<file path="config.mk">
export PLATFORM = sky130hd
export DESIGN_NAME = lorie_exec
export DESIGN_NICKNAME = d
export VERILOG_FILES = /design/src/lorie_pkg.sv /design/src/lorie_exec.sv
export SDC_FILE = /design/constraint.sdc
export NUM_CORES = 1
export LEC_CHECK = 0
export ABC_AREA = 1
export BUFFER_PORTS_ARGS = -buffer_cell sky130_fd_sc_hd__buf_2
export CAP_MARGIN = 15
export CORE_MARGIN = 4
export CORE_UTILIZATION = 50
export DETAILED_ROUTE_END_ITERATION = 8
export PLACE_DENSITY = 0.77
export SYNTH_ARGS = -nofsm -noshare
export SYNTH_HDL_FRONTEND = slang
export SYNTH_SLANG_ARGS = --single-unit
</file>
<file path="constraint.sdc">
create_clock -name core_clk_i -period 1.5 [get_ports core_clk_i]
set_input_delay 0.45 -clock core_clk_i [delete_from_list [all_inputs] [get_ports core_clk_i]]
set_output_delay 0.45 -clock core_clk_i [all_outputs]
set_load 0.03 [all_outputs]
</file>
<file path="src/lorie_pkg.sv">
// Constants and types for the OR-literal-into-accumulator executor
// ---------------------------------------------------------------------------
// ---------------------------------------------------------------------------
package lorie_pkg;

  localparam int unsigned DATA_W      = 8;
  localparam int unsigned OPCODE_W    = 16;
  localparam int unsigned STATUS_W    = 5;
  localparam logic [7:0]  OP_OR_LIT   = 8'h09;
  localparam int unsigned OP_HI_MSB   = 15;
  localparam int unsigned OP_HI_LSB   = 8;
  localparam int unsigned LIT_MSB     = 7;
  localparam int unsigned LIT_LSB     = 0;
  localparam int unsigned SIGN_BIT    = 7;
  // Status layout: C=0, DC=1, Z=2, OV=3, N=4
  localparam int unsigned FLAG_Z      = 2;
  localparam int unsigned FLAG_N      = 4;
  localparam logic [7:0]  ACC_RESET   = 8'h00;
  localparam logic [4:0]  STATUS_RESET = 5'h00;

  typedef enum logic [1:0] {
    LORIE_Q1,
    LORIE_Q2,
    LORIE_Q3,
    LORIE_Q4
  } lorie_phase_t;

  typedef struct packed {
    lorie_phase_t phase;
    logic         hit;
    logic [7:0]   lit;
    logic [7:0]   result;
    logic [7:0]   acc;
    logic [4:0]   status;
    logic         done;
  } lorie_state_t;

endpackage : lorie_pkg

</file>
<file path="src/lorie_exec.sv">
// Executor for the OR-literal-into-accumulator instruction
`timescale 1ns/1ps
`default_nettype none

module lorie_exec (
  input  wire logic                           core_clk_i,    // Core clock
  input  wire logic                           rstn_i,        // Reset, low
  input  wire logic                           q_start_i,     // Q1 begins
  input  wire logic [lorie_pkg::OPCODE_W-1:0] opcode_i,      // Opcode word
  input  wire logic [lorie_pkg::DATA_W-1:0]   acc_i,         // Acc load
  input  wire logic                           acc_load_i,    // Load acc
  input  wire logic [lorie_pkg::STATUS_W-1:0] status_i,      // Status load
  input  wire logic                           status_load_i, // Load status
  output logic      [lorie_pkg::DATA_W-1:0]   acc_o,         // Accumulator
  output logic      [lorie_pkg::STATUS_W-1:0] status_o,      // Status flags
  output logic                                hit_o,         // Opcode match
  output logic                                done_o,        // Q4 write
  output logic                                mem_we_o       // Memory write
);
  import lorie_pkg::*;

  // -------------------------------------------------------------------------
  // Elaboration checks
  // -------------------------------------------------------------------------
  // Slices and the state struct take their widths from the package; a
  // mismatch there would silently mis-slice the opcode, so refuse it.
  if (OPCODE_W != 2 * DATA_W) begin : g_bad_opcode_w
    $error("lorie_exec: opcode word must be two data bytes wide");
  end

  if (OP_HI_MSB != OPCODE_W - 1) begin : g_bad_hi_msb
    $error("lorie_exec: opcode byte must end at the top bit");
  end

  if (OP_HI_LSB != DATA_W) begin : g_bad_hi_lsb
    $error("lorie_exec: opcode byte must start above the literal");
  end

  if (LIT_MSB != DATA_W - 1) begin : g_bad_lit_msb
    $error("lorie_exec: literal must be one data byte wide");
  end

  if (LIT_LSB != 0) begin : g_bad_lit_lsb
    $error("lorie_exec: literal must sit in the low byte");
  end

  if ($bits(OP_OR_LIT) != DATA_W) begin : g_bad_op_code
    $error("lorie_exec: opcode constant must be one data byte wide");
  end

  if (SIGN_BIT != DATA_W - 1) begin : g_bad_sign
    $error("lorie_exec: sign bit must be the top data bit");
  end

  if (FLAG_N >= STATUS_W || FLAG_Z >= STATUS_W) begin : g_bad_flag_pos
    $error("lorie_exec: flag position outside the status word");
  end

  if (FLAG_N == FLAG_Z) begin : g_bad_flag_same
    $error("lorie_exec: negative and zero flags must differ");
  end

  if ($bits(ACC_RESET) != DATA_W) begin : g_bad_acc_reset
    $error("lorie_exec: accumulator reset value has the wrong width");
  end

  if ($bits(STATUS_RESET) != STATUS_W) begin : g_bad_status_reset
    $error("lorie_exec: status reset value has the wrong width");
  end

  // -------------------------------------------------------------------------
  // State
  // -------------------------------------------------------------------------
  lorie_state_t st;      // Registered state
  lorie_state_t next_st; // Next state

  // Reset image: idle in Q1, nothing pending, accumulator and status clear
  localparam lorie_state_t ST_RESET = '{
    phase:  LORIE_Q1,
    hit:    1'b0,
    lit:    '0,
    result: '0,
    acc:    ACC_RESET,
    status: STATUS_RESET,
    done:   1'b0
  };

  // -------------------------------------------------------------------------
  // Decode
  // -------------------------------------------------------------------------
  logic [DATA_W-1:0] op_high;    // Opcode byte of the fetched word
  logic [DATA_W-1:0] op_literal; // Immediate byte of the fetched word
  logic              op_match;   // Fetched word is this instruction
  logic              take_start; // Start pulse accepted this edge

  assign op_high    = opcode_i[OP_HI_MSB:OP_HI_LSB];
  assign op_literal = opcode_i[LIT_MSB:LIT_LSB];
  assign op_match   = (op_high == OP_OR_LIT);

  // A start pulse outside Q1 belongs to no instruction and is dropped
  assign take_start = q_start_i && (st.phase == LORIE_Q1);

  // -------------------------------------------------------------------------
  // Operate
  // -------------------------------------------------------------------------
  logic [DATA_W-1:0] or_bits;     // Accumulator ORed with the literal
  logic              result_neg;  // Sign of the stored result
  logic              result_zero; // Stored result is all zeros

  // One OR gate per data bit, fed by the held accumulator and literal
  for (genvar b = 0; b < DATA_W; b = b + 1) begin : g_or_bit
    assign or_bits[b] = st.acc[b] | st.lit[b];
  end

  // Flags come from the stored result so the Q4 edge sees a settled value
  assign result_neg  = st.result[SIGN_BIT];
  assign result_zero = ~|st.result;

  // -------------------------------------------------------------------------
  // Load gating
  // -------------------------------------------------------------------------
  logic in_write;    // State is Q4, the write-back edge
  logic acc_take;    // Accumulator load lands this edge
  logic status_take; // Status load lands this edge

  // Loads are dropped on the Q4 edge so the write never races a load;
  // software must not load in Q4 and expect the value to stick.
  assign in_write    = (st.phase == LORIE_Q4);
  assign acc_take    = acc_load_i && !in_write;
  assign status_take = status_load_i && !in_write;

  // -------------------------------------------------------------------------
  // Write-back values
  // -------------------------------------------------------------------------
  logic [STATUS_W-1:0] flags_after; // Status image after the Q4 update
  logic                write_back;  // Q4 edge of a matching instruction

  // Each status bit takes N, Z or its own held value; carry, digit carry
  // and overflow pass through because this instruction leaves them alone.
  for (genvar k = 0; k < STATUS_W; k = k + 1) begin : g_flag_bit
    if (k == FLAG_N) begin : g_neg
      assign flags_after[k] = result_neg;
    end else if (k == FLAG_Z) begin : g_zero
      assign flags_after[k] = result_zero;
    end else begin : g_keep
      assign flags_after[k] = st.status[k];
    end
  end

  assign write_back = in_write && st.hit;

  // -------------------------------------------------------------------------
  // Next state
  // -------------------------------------------------------------------------
  always_comb begin
    next_st      = st;
    next_st.done = 1'b0;
    unique case (st.phase)
      LORIE_Q1: begin
        // Literal is latched on the start edge, so the fetch side may
        // move on to its next word straight away.
        if (take_start) begin
          next_st.hit   = op_match;
          next_st.lit   = op_literal;
          next_st.phase = LORIE_Q2;
        end
      end
      LORIE_Q2: begin
        next_st.phase = LORIE_Q3;
      end
      LORIE_Q3: begin
        // Operand is the accumulator as held in Q3; a load landing on
        // this edge is overwritten by the Q4 write of a match.
        next_st.result = or_bits;
        next_st.phase  = LORIE_Q4;
      end
      LORIE_Q4: begin
        if (write_back) begin
          next_st.acc    = st.result;
          next_st.status = flags_after;
          next_st.done   = 1'b1;
        end
        next_st.hit   = 1'b0;
        next_st.phase = LORIE_Q1;
      end
    endcase
    if (acc_take) begin
      next_st.acc = acc_i;
    end
    if (status_take) begin
      next_st.status = status_i;
    end
  end

  // -------------------------------------------------------------------------
  // Registers
  // -------------------------------------------------------------------------
  always_ff @(posedge core_clk_i or negedge rstn_i) begin
    if (!rstn_i) begin
      st <= ST_RESET;
    end else begin
      st <= next_st;
    end
  end

  // -------------------------------------------------------------------------
  // Outputs
  // -------------------------------------------------------------------------
  assign acc_o    = st.acc;
  assign status_o = st.status;
  assign hit_o    = st.hit;
  assign done_o   = st.done;

  // No data-memory destination exists for this instruction
  assign mem_we_o = 1'b0;

endmodule : lorie_exec

`default_nettype wire

</file>
==> results of run 1 <==
-- state kept, by name (all words and copies together) (netlist names) --
signal / flops
acc_o: 8
done_o: 1
flags_after: 1
hit_o: 1
st: 17
status_o: 5
-- how the worst max path moves through the flow --
stage / from / to / slack (ps) / depth (start not counted)
3_5_place_dp: st[32]$_DFFE_PN0P_ / acc_o[1]$_DFFE_PN0P_ / 160 / 5
6_report: acc_o[7]$_DFFE_PN0P_ / acc_o[7] / 110 / 1
4_1_cts: acc_o[7]$_DFFE_PN0P_ / acc_o[7] / 100 / 1
5_1_grt: st[31]$_DFFE_PN0P_ / st[31]$_DFFE_PN0P_ / 30 / 6
2_1_floorplan: st[32]$_DFFE_PN0P_ / acc_o[7]$_DFFE_PN0P_ / 310 / 5
3_3_place_gp: st[32]$_DFFE_PN0P_ / acc_o[3]$_DFFE_PN0P_ / 210 / 5
-- power by group through the flow --
| stage | clock network [mW] | registers (mW) | logic (mW) |
|---|---|---|---|
| 6_report | 0.554 | 1.46 | 1.25 |
| 5_1_grt | 0.608 | 1.51 | 1.43 |
| 4_1_cts | 0.568 | 1.46 | 1.26 |
| 3_5_place_dp | 0 | 1.48 | 1.24 |
| 3_3_place_gp | 0 | 1.46 | 1.21 |
| 2_1_floorplan | 0 | 1.41 | 1.10 |
-- routing by layer --
metal,global-route usage,share of wire
met1,0.2191,0.47
met2,0.2603,0.46
met3,0.04333,0.063
met4,0.04749,0.0096
met5,0,0
-- kinds of logic (layout without fill, tap and decap cells) --
group	count (synthesis)	in the layout	share of synthesized area
buffers and inverters	35	76	0.1271
AO/OA/AOI/OAI	17	17	0.05461
adder cells (fa/ha/maj)	4	4	0.03120
AND/OR/NAND/NOR	104	104	0.2699
flip-flops	33	33	0.5148
other	1	1	0.002338
-- layout make-up --
class,instances,area share
clock buffers,7,0.03504
clock inverters,1,0.002695
well taps,44,0.02965
repair buffers,51,0.1415
multi-input cells,126,0.3106
inverters,17,0.03571
flip-flops and latches,33,0.4447
-- layout by cell type (no fill, tap or decap), types with 3 or more instances in the layout --
cell       n
a21oi_1    4
o21ai_0   12
nand2_1   65
buf_2     48
clkbuf_4   5
nor2_1    14
buf_4      3
inv_1     16
ha_1       3
dfrtp_1   33
nand3_1   20
-- per-stage QoR --
stage / hold slack [ps] / util / instances
after floorplan: 154.4 / - / 194
after global placement: 454.1 / 0.5844 / 271
after detailed placement: 461.5 / 0.5844 / 271
after CTS: 143.2 / 0.6074 / 279
after global routing: 166.1 / 0.6082 / 279
final: 135.6 / 0.6082 / 279
-- repair_timing --
item                                    in CTS  in global routing
hold endpoints to repair                     0                  0
endpoints found under the setup margin       0                  1
setup buffers                                0                  0
resized for setup                            0                  1
==> flow_metrics.tcl, run 1 <==
set metrics [dict create \
    status "finished clean" \
    cts_max_level 2 \
    share_seq_of_total_power 0.448 \
    clockBufferDepth 2 \
    synth_top_area_share 0.5148 \
    synth_nets 232 \
    final_nets 272 \
    synth_most_common_cell "nand2_1" \
    synth_ff_type "dfrtp_1" \
    synth.distinct_cells 17 \
    netlist_area_sq_mm 0.001604 \
    grtUsageTotal 0.1633 \
    synth_cells 194 \
    cp_top_family "flip-flops" \
    grt_setup_unrepaired "false" \
    grt_pass1_wl_mm 5.244 \
    crit_fanout 3 \
    ys_seq_area_frac 0.5148 \
    n_antenna_cell 0 \
    wl_per_cell_um 10.86 \
    reg2regPathDepth 5 \
    peakVddDrop_v 0.0007713 \
    path_class "reg2out" \
    drtIter0Drc 46 \
    max_cap_violations 0 \
    cts-root-buf "clkbuf_4" \
    hold_path.class "in2async" \
    reg2reg_slack_ps 140 \
    critPathCaptureType "output pin" \
    ys_seq_elements 33 \
    pwr-share-clk 0.170 \
    cts_buffers 5 \
    skew_ps 3.579 \
    setup_tns_ps 0 \
    overflow 0 \
    routed_wl_mm 3.029 \
    dr.pass1.iters 4 \
    total_power_mw 3.266 \
    layout-drive-gt1-share 0.2809 \
    worstPathCellList "buf_2" \
    core_area_sq_mm 0.003053 \
    finish.instance_area_sq_mm 0.001857 \
    max_freq_ghz 0.7175 \
    leakage_nw 1.040 \
    intPower_mw 1.940 \
    io_buffers 48 \
    cts_tree "yes" \
    p_sw_frac 0.4061 \
    synth_top_cell_by_area "dfrtp_1" \
    rows 20 \
    start_util 0.5254 \
    placed_area_sq_mm 0.001784 \
    max_stage_delay_ps 400 \
    die_h_um 64.64 \
    r2r-end "acc_o[1]$_DFFE_PN0P_" \
    cp.arrival_ps 940 \
    p_per_area_mw_per_mm2 1759 \
    path_buf_inv 1 \
    slew_viol_final 0 \
    worstSetupStartpointType "flip-flop" \
    drc 0 \
    clock-sinks 33 \
    yosys_warnings 0 \
    post-place-ws_ps 159.3 \
    grt_max_degree 34 \
    async_flop_share 1.000 \
    synth_commonest_cells "nand2_1, dfrtp_1, nand3_1" \
    finalHoldViolations 0 \
    insertion_delay_ps 320 \
    dp_hpwl_mm 2.335 \
    dieWidth_um 64.64 \
    pwr-share-comb 0.382 \
    grt_pass1_vias 1212 \
    viasPerCell 4.627 \
    multi_input_area_sq_um 576.8 \
    timing.rr.start "st[32]$_DFFE_PN0P_" \
    io_pins 50 \
    ys_top_cells_by_area "dfrtp_1, nand2_1, buf_4, nand3_1, o21ai_0" \
    cts_hold_buf 0 \
    cp.required_ps 1050 \
    gp_congestion 0.8222 \
    n_fill_cell 299 \
    num_vias 1291 \
    syn2layout_area_growth_pct 15.76 \
    setup_violations 0 \
    clk_pin_slew_ps 100 \
    p_sw_mw 1.326 \
    finalCritPeriodShare 0.9292 \
    dieArea_sq_mm 0.004178 \
    slowest_stage "dfrtp_1" \
    layout_min_cycle_time_ps 1394 \
    seqCellArea_sq_um 825.8 \
    antenna_found_initial 0 \
    syn_area_per_cell_sq_um 8.268 \
    ant_nets 0 \
    timing.final.ws_setup_ps 106.2 \
    synth_edf_count 0 \
]
(Power assumes the default switching activity.)
==> run 2: changes to the inputs <==
--- a/config.mk
+++ b/config.mk
@@ -9,9 +9,10 @@
 export BUFFER_PORTS_ARGS = -buffer_cell sky130_fd_sc_hd__buf_2
 export CAP_MARGIN = 15
 export CORE_MARGIN = 4
-export CORE_UTILIZATION = 50
+export CORE_UTILIZATION = 45
+export CTS_BUF_LIST = sky130_fd_sc_hd__clkbuf_16
 export DETAILED_ROUTE_END_ITERATION = 8
-export PLACE_DENSITY = 0.77
+export PLACE_DENSITY = 0.73
 export SYNTH_ARGS = -nofsm -noshare
 export SYNTH_HDL_FRONTEND = slang
 export SYNTH_SLANG_ARGS = --single-unit
==> constraint.sdc (replaced) <==
create_clock -name core_clk_i -period 1.2 [get_ports core_clk_i]
set_input_delay 0.36 -clock core_clk_i [delete_from_list [all_inputs] [get_ports core_clk_i]]
set_output_delay 0.36 -clock core_clk_i [all_outputs]
set_load 0.03 [all_outputs]
==> run 2 against run 1 <==
Utilization is 5.3 points higher; setup slack got worse by 91 ps; sequential cell count stayed put; clock skew is 1.5 ps lower; critical endpoint is now acc_o[1]$_DFFE_PN0P_.
==> flow_metrics.tcl, run 2 (synthesis results as in run 1) <==
set metrics [dict create \
    status "finished clean" \
    drc 0 \
    pwr-share-comb 0.418 \
    cts_tree "yes" \
    critPathCaptureType "flip-flop" \
    grt_pass1_wl_mm 5.602 \
    final_cell_mix "nand2_1, buf_2, dfrtp_1, buf_4, nand3_1" \
    largest_register_ffs 17 \
    die_h_um 67.71 \
    grt_pass1_vias 1236 \
    dp_hpwl_mm 2.495 \
    core_area_sq_mm 0.003390 \
    max_cap_violations 0 \
    layout-drive-gt1-share 0.3725 \
    intPower_mw 3.301 \
    cts-root-buf "clkbuf_16" \
    dieWidth_um 67.71 \
    share_seq_of_total_power 0.354 \
    final_nets 292 \
    crit_fanout 8 \
    hold_path.class "in2reg" \
    path_class "reg2reg" \
    grtUsageTotal 0.1650 \
    top_register "st" \
    insertion_delay_ps 270 \
    finalHoldViolations 0 \
    antenna_found_initial 0 \
    grt_max_degree 22 \
    dieArea_sq_mm 0.004584 \
    finalCritPeriodShare 0.9874 \
    p_sw_mw 1.943 \
    viasPerCell 4.495 \
    dr.pass1.iters 4 \
    skew_ps 2.114 \
    gp_congestion 0.7713 \
    pwr-share-clk 0.228 \
    setup_violations 0 \
    n_antenna_cell 0 \
    leakage_nw 1.216 \
    worstSetupStartpointType "flip-flop" \
    mostFrequentLayoutCell "nand2_1" \
    p_sw_frac 0.3705 \
    overflow 0 \
    cp.required_ps 1410 \
    io_pins 50 \
    io_buffers 48 \
    p_per_area_mw_per_mm2 2340 \
    num_vias 1353 \
    ant_nets 0 \
    max_freq_ghz 0.8440 \
    syn2layout_area_growth_pct 39.70 \
    clock-sinks 33 \
    whs_ps 277.9 \
    cp.arrival_ps 1400 \
    post-route-util 0.6611 \
    grt_setup_unrepaired "true" \
    cts_max_level 2 \
    slew_viol_final 0 \
    start_util 0.4732 \
    cts_buffers 5 \
    wl_per_cell_um 11.66 \
    drtIter0Drc 62 \
    clockBufferDepth 2 \
    clk_pin_slew_ps 50 \
    layout_min_cycle_time_ps 1185 \
    peakVddDrop_v 0.001085 \
    routed_wl_mm 3.511 \
    rows 21 \
]
[run 2: changes by cell type in the layout (fill, tap and decap cells not counted), moves of 4 or more]
cell	before	now
o21ai_1	0	4
buf_6	0	7
clkbuf_16	0	5
buf_4	3	26
buf_2	48	34
clkbuf_4	5	0
o21ai_0	12	7
[run 2: area by class of cell]
cell class                 instances  area [sq um]
clock inverter                     3         17.52
sequential                        33         827.0
multi-input combinational        126         630.6
fill                             301          1149
timing repair buffer              71         514.2
tap                               46         57.56
clock buffer                       5         125.1
inverter                          17         68.82
[run 2: worst paths after layout]
check                                    from                       to  slack [ps]  cells past startpoint
max                        st[32]$_DFFE_PN0P_     acc_o[1]$_DFFE_PN0P_          20                      6
min                               status_i[3]  status_o[3]$_DFFE_PN0P_         280                      3
max reg2reg                st[32]$_DFFE_PN0P_     acc_o[1]$_DFFE_PN0P_          20                      6
min reg2reg                st[26]$_DFFE_PN0P_       st[26]$_DFFE_PN0P_         470                      2
max in group asynchronous              rstn_i       st[32]$_DFFE_PN0P_         280                      3
min in group asynchronous              rstn_i     acc_o[1]$_DFFE_PN0P_         510                      2
[run 2: repair_timing]
| action | 4_1_cts | 5_1_grt |
|---|---|---|
| setup buffers | 9 | 4 |
| hold buffers | 1 | 0 |
| pin swaps | 1 | 10 |
| endpoints found under the setup margin | 21 | 28 |
| endpoints found under the hold margin | 12 | 0 |
| gates resized for setup | 20 | 28 |
[run 2: metrics by stage]
| step | TNS (ps) | instance area, sq um | worst slack (ps) | power (mW) | instances |
|---|---|---|---|---|---|
| after floorplan | 0 | 1604 | 7.799 | 3.131 | 194 |
| after global placement | -69.94 | 1869 | -12.03 | 3.477 | 279 |
| after detailed placement | -536.6 | 1869 | -90.95 | 3.555 | 279 |
| after CTS | 0 | 2143 | 1.846 | 5.040 | 297 |
| after global routing | -624.8 | 2241 | -68.12 | 5.610 | 301 |
| final | 0 | 2241 | 15.10 | 5.244 | 301 |
[run 2: layer usage]
layer	vias up	track usage	wire length [um]
met2	27	0.2637	1769
met1	609	0.2186	1548
met5	-	0	0
met3	5	0.04493	149
met4	0	0.04557	43
li1	712	-	-
[run 2: power groups by stage]
| stage | clock (mW) | combinational, mW | sequential [mW] |
|---|---|---|---|
| floorplan | 0 | 1.37 | 1.76 |
| detailed placement | 0 | 1.70 | 1.86 |
| finish | 1.20 | 2.19 | 1.85 |
| CTS | 1.21 | 2.00 | 1.82 |
| global route | 1.29 | 2.42 | 1.90 |
| global placement | 0 | 1.64 | 1.83 |
[run 2: worst max-delay path, stage by stage, from the launching register on]
cell and delay (ps):
dfrtp_2 430, ha_4 190, nand2_4 80, inv_6 50, nor2_4 200, nand2_1 100, nand3_2 60
==> run 3: changes to the inputs <==
==> constraint.sdc (replaced) <==
create_clock -name core_clk_i -period 1.2 [get_ports core_clk_i]
set_input_delay 0.24 -clock core_clk_i [delete_from_list [all_inputs] [get_ports core_clk_i]]
set_output_delay 0.24 -clock core_clk_i [all_outputs]
set_load 0.03 [all_outputs]
==> run 3 against run 2 <==
Fmax is 1.2% lower; via count shrank 0.59%; sequential share of layout area increased by 2.1 points; clock-buffer cell count did not move; clock skew up 2.1 ps; largest cell class unchanged; highest routed layer unchanged.
==> flow_metrics.tcl, run 3 (synthesis results as in run 1) <==
set metrics [dict create \
    path_class "reg2reg" \
    worstPathCellList "inv_2 > ha_1 > buf_12 > o21ai_0 > o21ai_0" \
    pwr-share-comb 0.392 \
    layout_min_cycle_time_ps 1199 \
    n_fill_cell 298 \
    grt_pass1_wl_mm 5.437 \
    multi_input_area_sq_um 633.1 \
    cts_buffers 5 \
    core_area_sq_mm 0.003390 \
    gp_congestion 0.7931 \
    grtUsageTotal 0.1657 \
    cp.arrival_ps 1350 \
    peakVddDrop_v 0.001183 \
    final_cell_mix "nand2_1, buf_2, dfrtp_1, nand3_1, nor2_1" \
    dp_hpwl_mm 2.473 \
    insertion_delay_ps 280 \
    critPathCaptureType "flip-flop" \
    hold_path.class "in2reg" \
    die_h_um 67.71 \
    p_per_area_mw_per_mm2 2386 \
    cp.required_ps 1350 \
    antenna_found_initial 0 \
    start_util 0.4732 \
    drc 0 \
    max_stage_delay_ps 400 \
    finalCritPeriodShare 0.9994 \
    cts-root-buf "clkbuf_16" \
    wl_per_cell_um 11.82 \
    rows 21 \
    dr.pass1.iters 4 \
    pwr-share-clk 0.239 \
    crit_fanout 16 \
    syn2layout_area_growth_pct 32.06 \
    p_sw_frac 0.3810 \
    dieWidth_um 67.71 \
    post-route-util 0.6250 \
    leakage_nw 1.161 \
    top_register "st" \
    finalHoldViolations 0 \
    overflow 0 \
    slew_viol_final 0 \
    setup_violations 0 \
    path_common_cell "o21ai_0" \
    cts_max_level 2 \
    intPower_mw 3.128 \
    max_cap_violations 0 \
    cp_top_family "flip-flops" \
    final_nets 283 \
    path_buf_inv 2 \
    finish.instance_area_sq_mm 0.002118 \
    num_vias 1345 \
    io_pins 50 \
    clk_pin_slew_ps 50 \
    skew_ps 4.203 \
    max_freq_ghz 0.8338 \
    slowest_stage "dfrtp_1" \
    clockBufferDepth 2 \
    dieArea_sq_mm 0.004584 \
    seqCellArea_sq_um 827.0 \
    placed_area_sq_mm 0.001869 \
    worstSetupStartpointType "flip-flop" \
    layout-drive-gt1-share 0.3455 \
    cts_tree "yes" \
    share_seq_of_total_power 0.369 \
    grt_max_degree 21 \
    mostFrequentLayoutCell "nand2_1" \
    io_buffers 48 \
    status "finished clean" \
    drtIter0Drc 64 \
    grt_pass1_vias 1232 \
    ant_nets 0 \
    grt_setup_unrepaired "true" \
    routed_wl_mm 3.451 \
    largest_register_ffs 17 \
    viasPerCell 4.606 \
    p_sw_mw 1.926 \
    n_antenna_cell 0 \
    clock-sinks 33 \
]
## run 3: layout make-up
| type | instances | area share |
|---|---|---|
| clock buffers | 5 | 0.05907 |
| clock inverters | 3 | 0.006497 |
| inverters | 17 | 0.03249 |
| multi-input cells | 126 | 0.2989 |
| flip-flops and latches | 33 | 0.3904 |
| well taps | 46 | 0.02717 |
| repair buffers | 62 | 0.1855 |
## run 3: what timing repair did
item                                    4_1_cts  5_1_grt
pin swaps                                     1       11
setup buffers                                 0        4
endpoints found under the setup margin       12       18
hold endpoints to repair                     13        0
gates resized for setup                       9       15
hold buffers                                  1        0
## run 3: metrics by stage
stage | setup slack (ps) | total power, mW | hold WS (ps) | instances | setup TNS, ps
4_1_cts | -17.70 | 4.855 | 150.3 | 288 | -28.45
2_1_floorplan | 7.799 | 3.131 | -55.59 | 194 | 0
3_5_place_dp | -56.66 | 3.540 | 156.0 | 279 | -446.2
3_3_place_gp | -11.94 | 3.477 | 157.4 | 279 | -52.13
5_1_grt | -91.79 | 5.405 | 166.1 | 292 | -926.3
6_report | 0.7286 | 5.054 | 151.2 | 292 | 0
## run 3: final timing paths
check                                         from                      end  slack (ps)  cells past startpoint
min in group asynchronous                   rstn_i       st[29]$_DFFE_PN0P_         390                      2
setup reg to reg                st[31]$_DFFE_PN0P_       st[16]$_DFFE_PN0P_         0.7                      5
hold reg to reg            status_o[0]$_DFFE_PN0P_  status_o[0]$_DFFE_PN0P_         470                      2
setup / recovery                st[31]$_DFFE_PN0P_       st[16]$_DFFE_PN0P_         0.7                      5
hold / removal                         status_i[3]  status_o[3]$_DFFE_PN0P_         150                      3
max in group asynchronous                   rstn_i       st[32]$_DFFE_PN0P_         390                      3
## run 3: power groups by stage
stage | Clock, mW | Sequential (mW) | Combinational [mW]
after floorplan | 0 | 1.76 | 1.37
after global routing | 1.28 | 1.92 | 2.20
after detailed placement | 0 | 1.85 | 1.69
after CTS | 1.23 | 1.84 | 1.78
after global placement | 0 | 1.84 | 1.64
final | 1.21 | 1.87 | 1.98
## run 3: metal layers
layer	up-vias	routed length, um	global-route usage
met5	-	0	0
met3	4	174	0.05990
met2	30	1749	0.2564
met4	0	48	0.07595
met1	621	1478	0.2053
li1	690	-	-
## run 3: worst register-to-register path: stages (launching register included)
cell	delay [ps]
dfrtp_1	400
inv_2	90
ha_1	250
buf_12	160
o21ai_0	70
o21ai_0	110
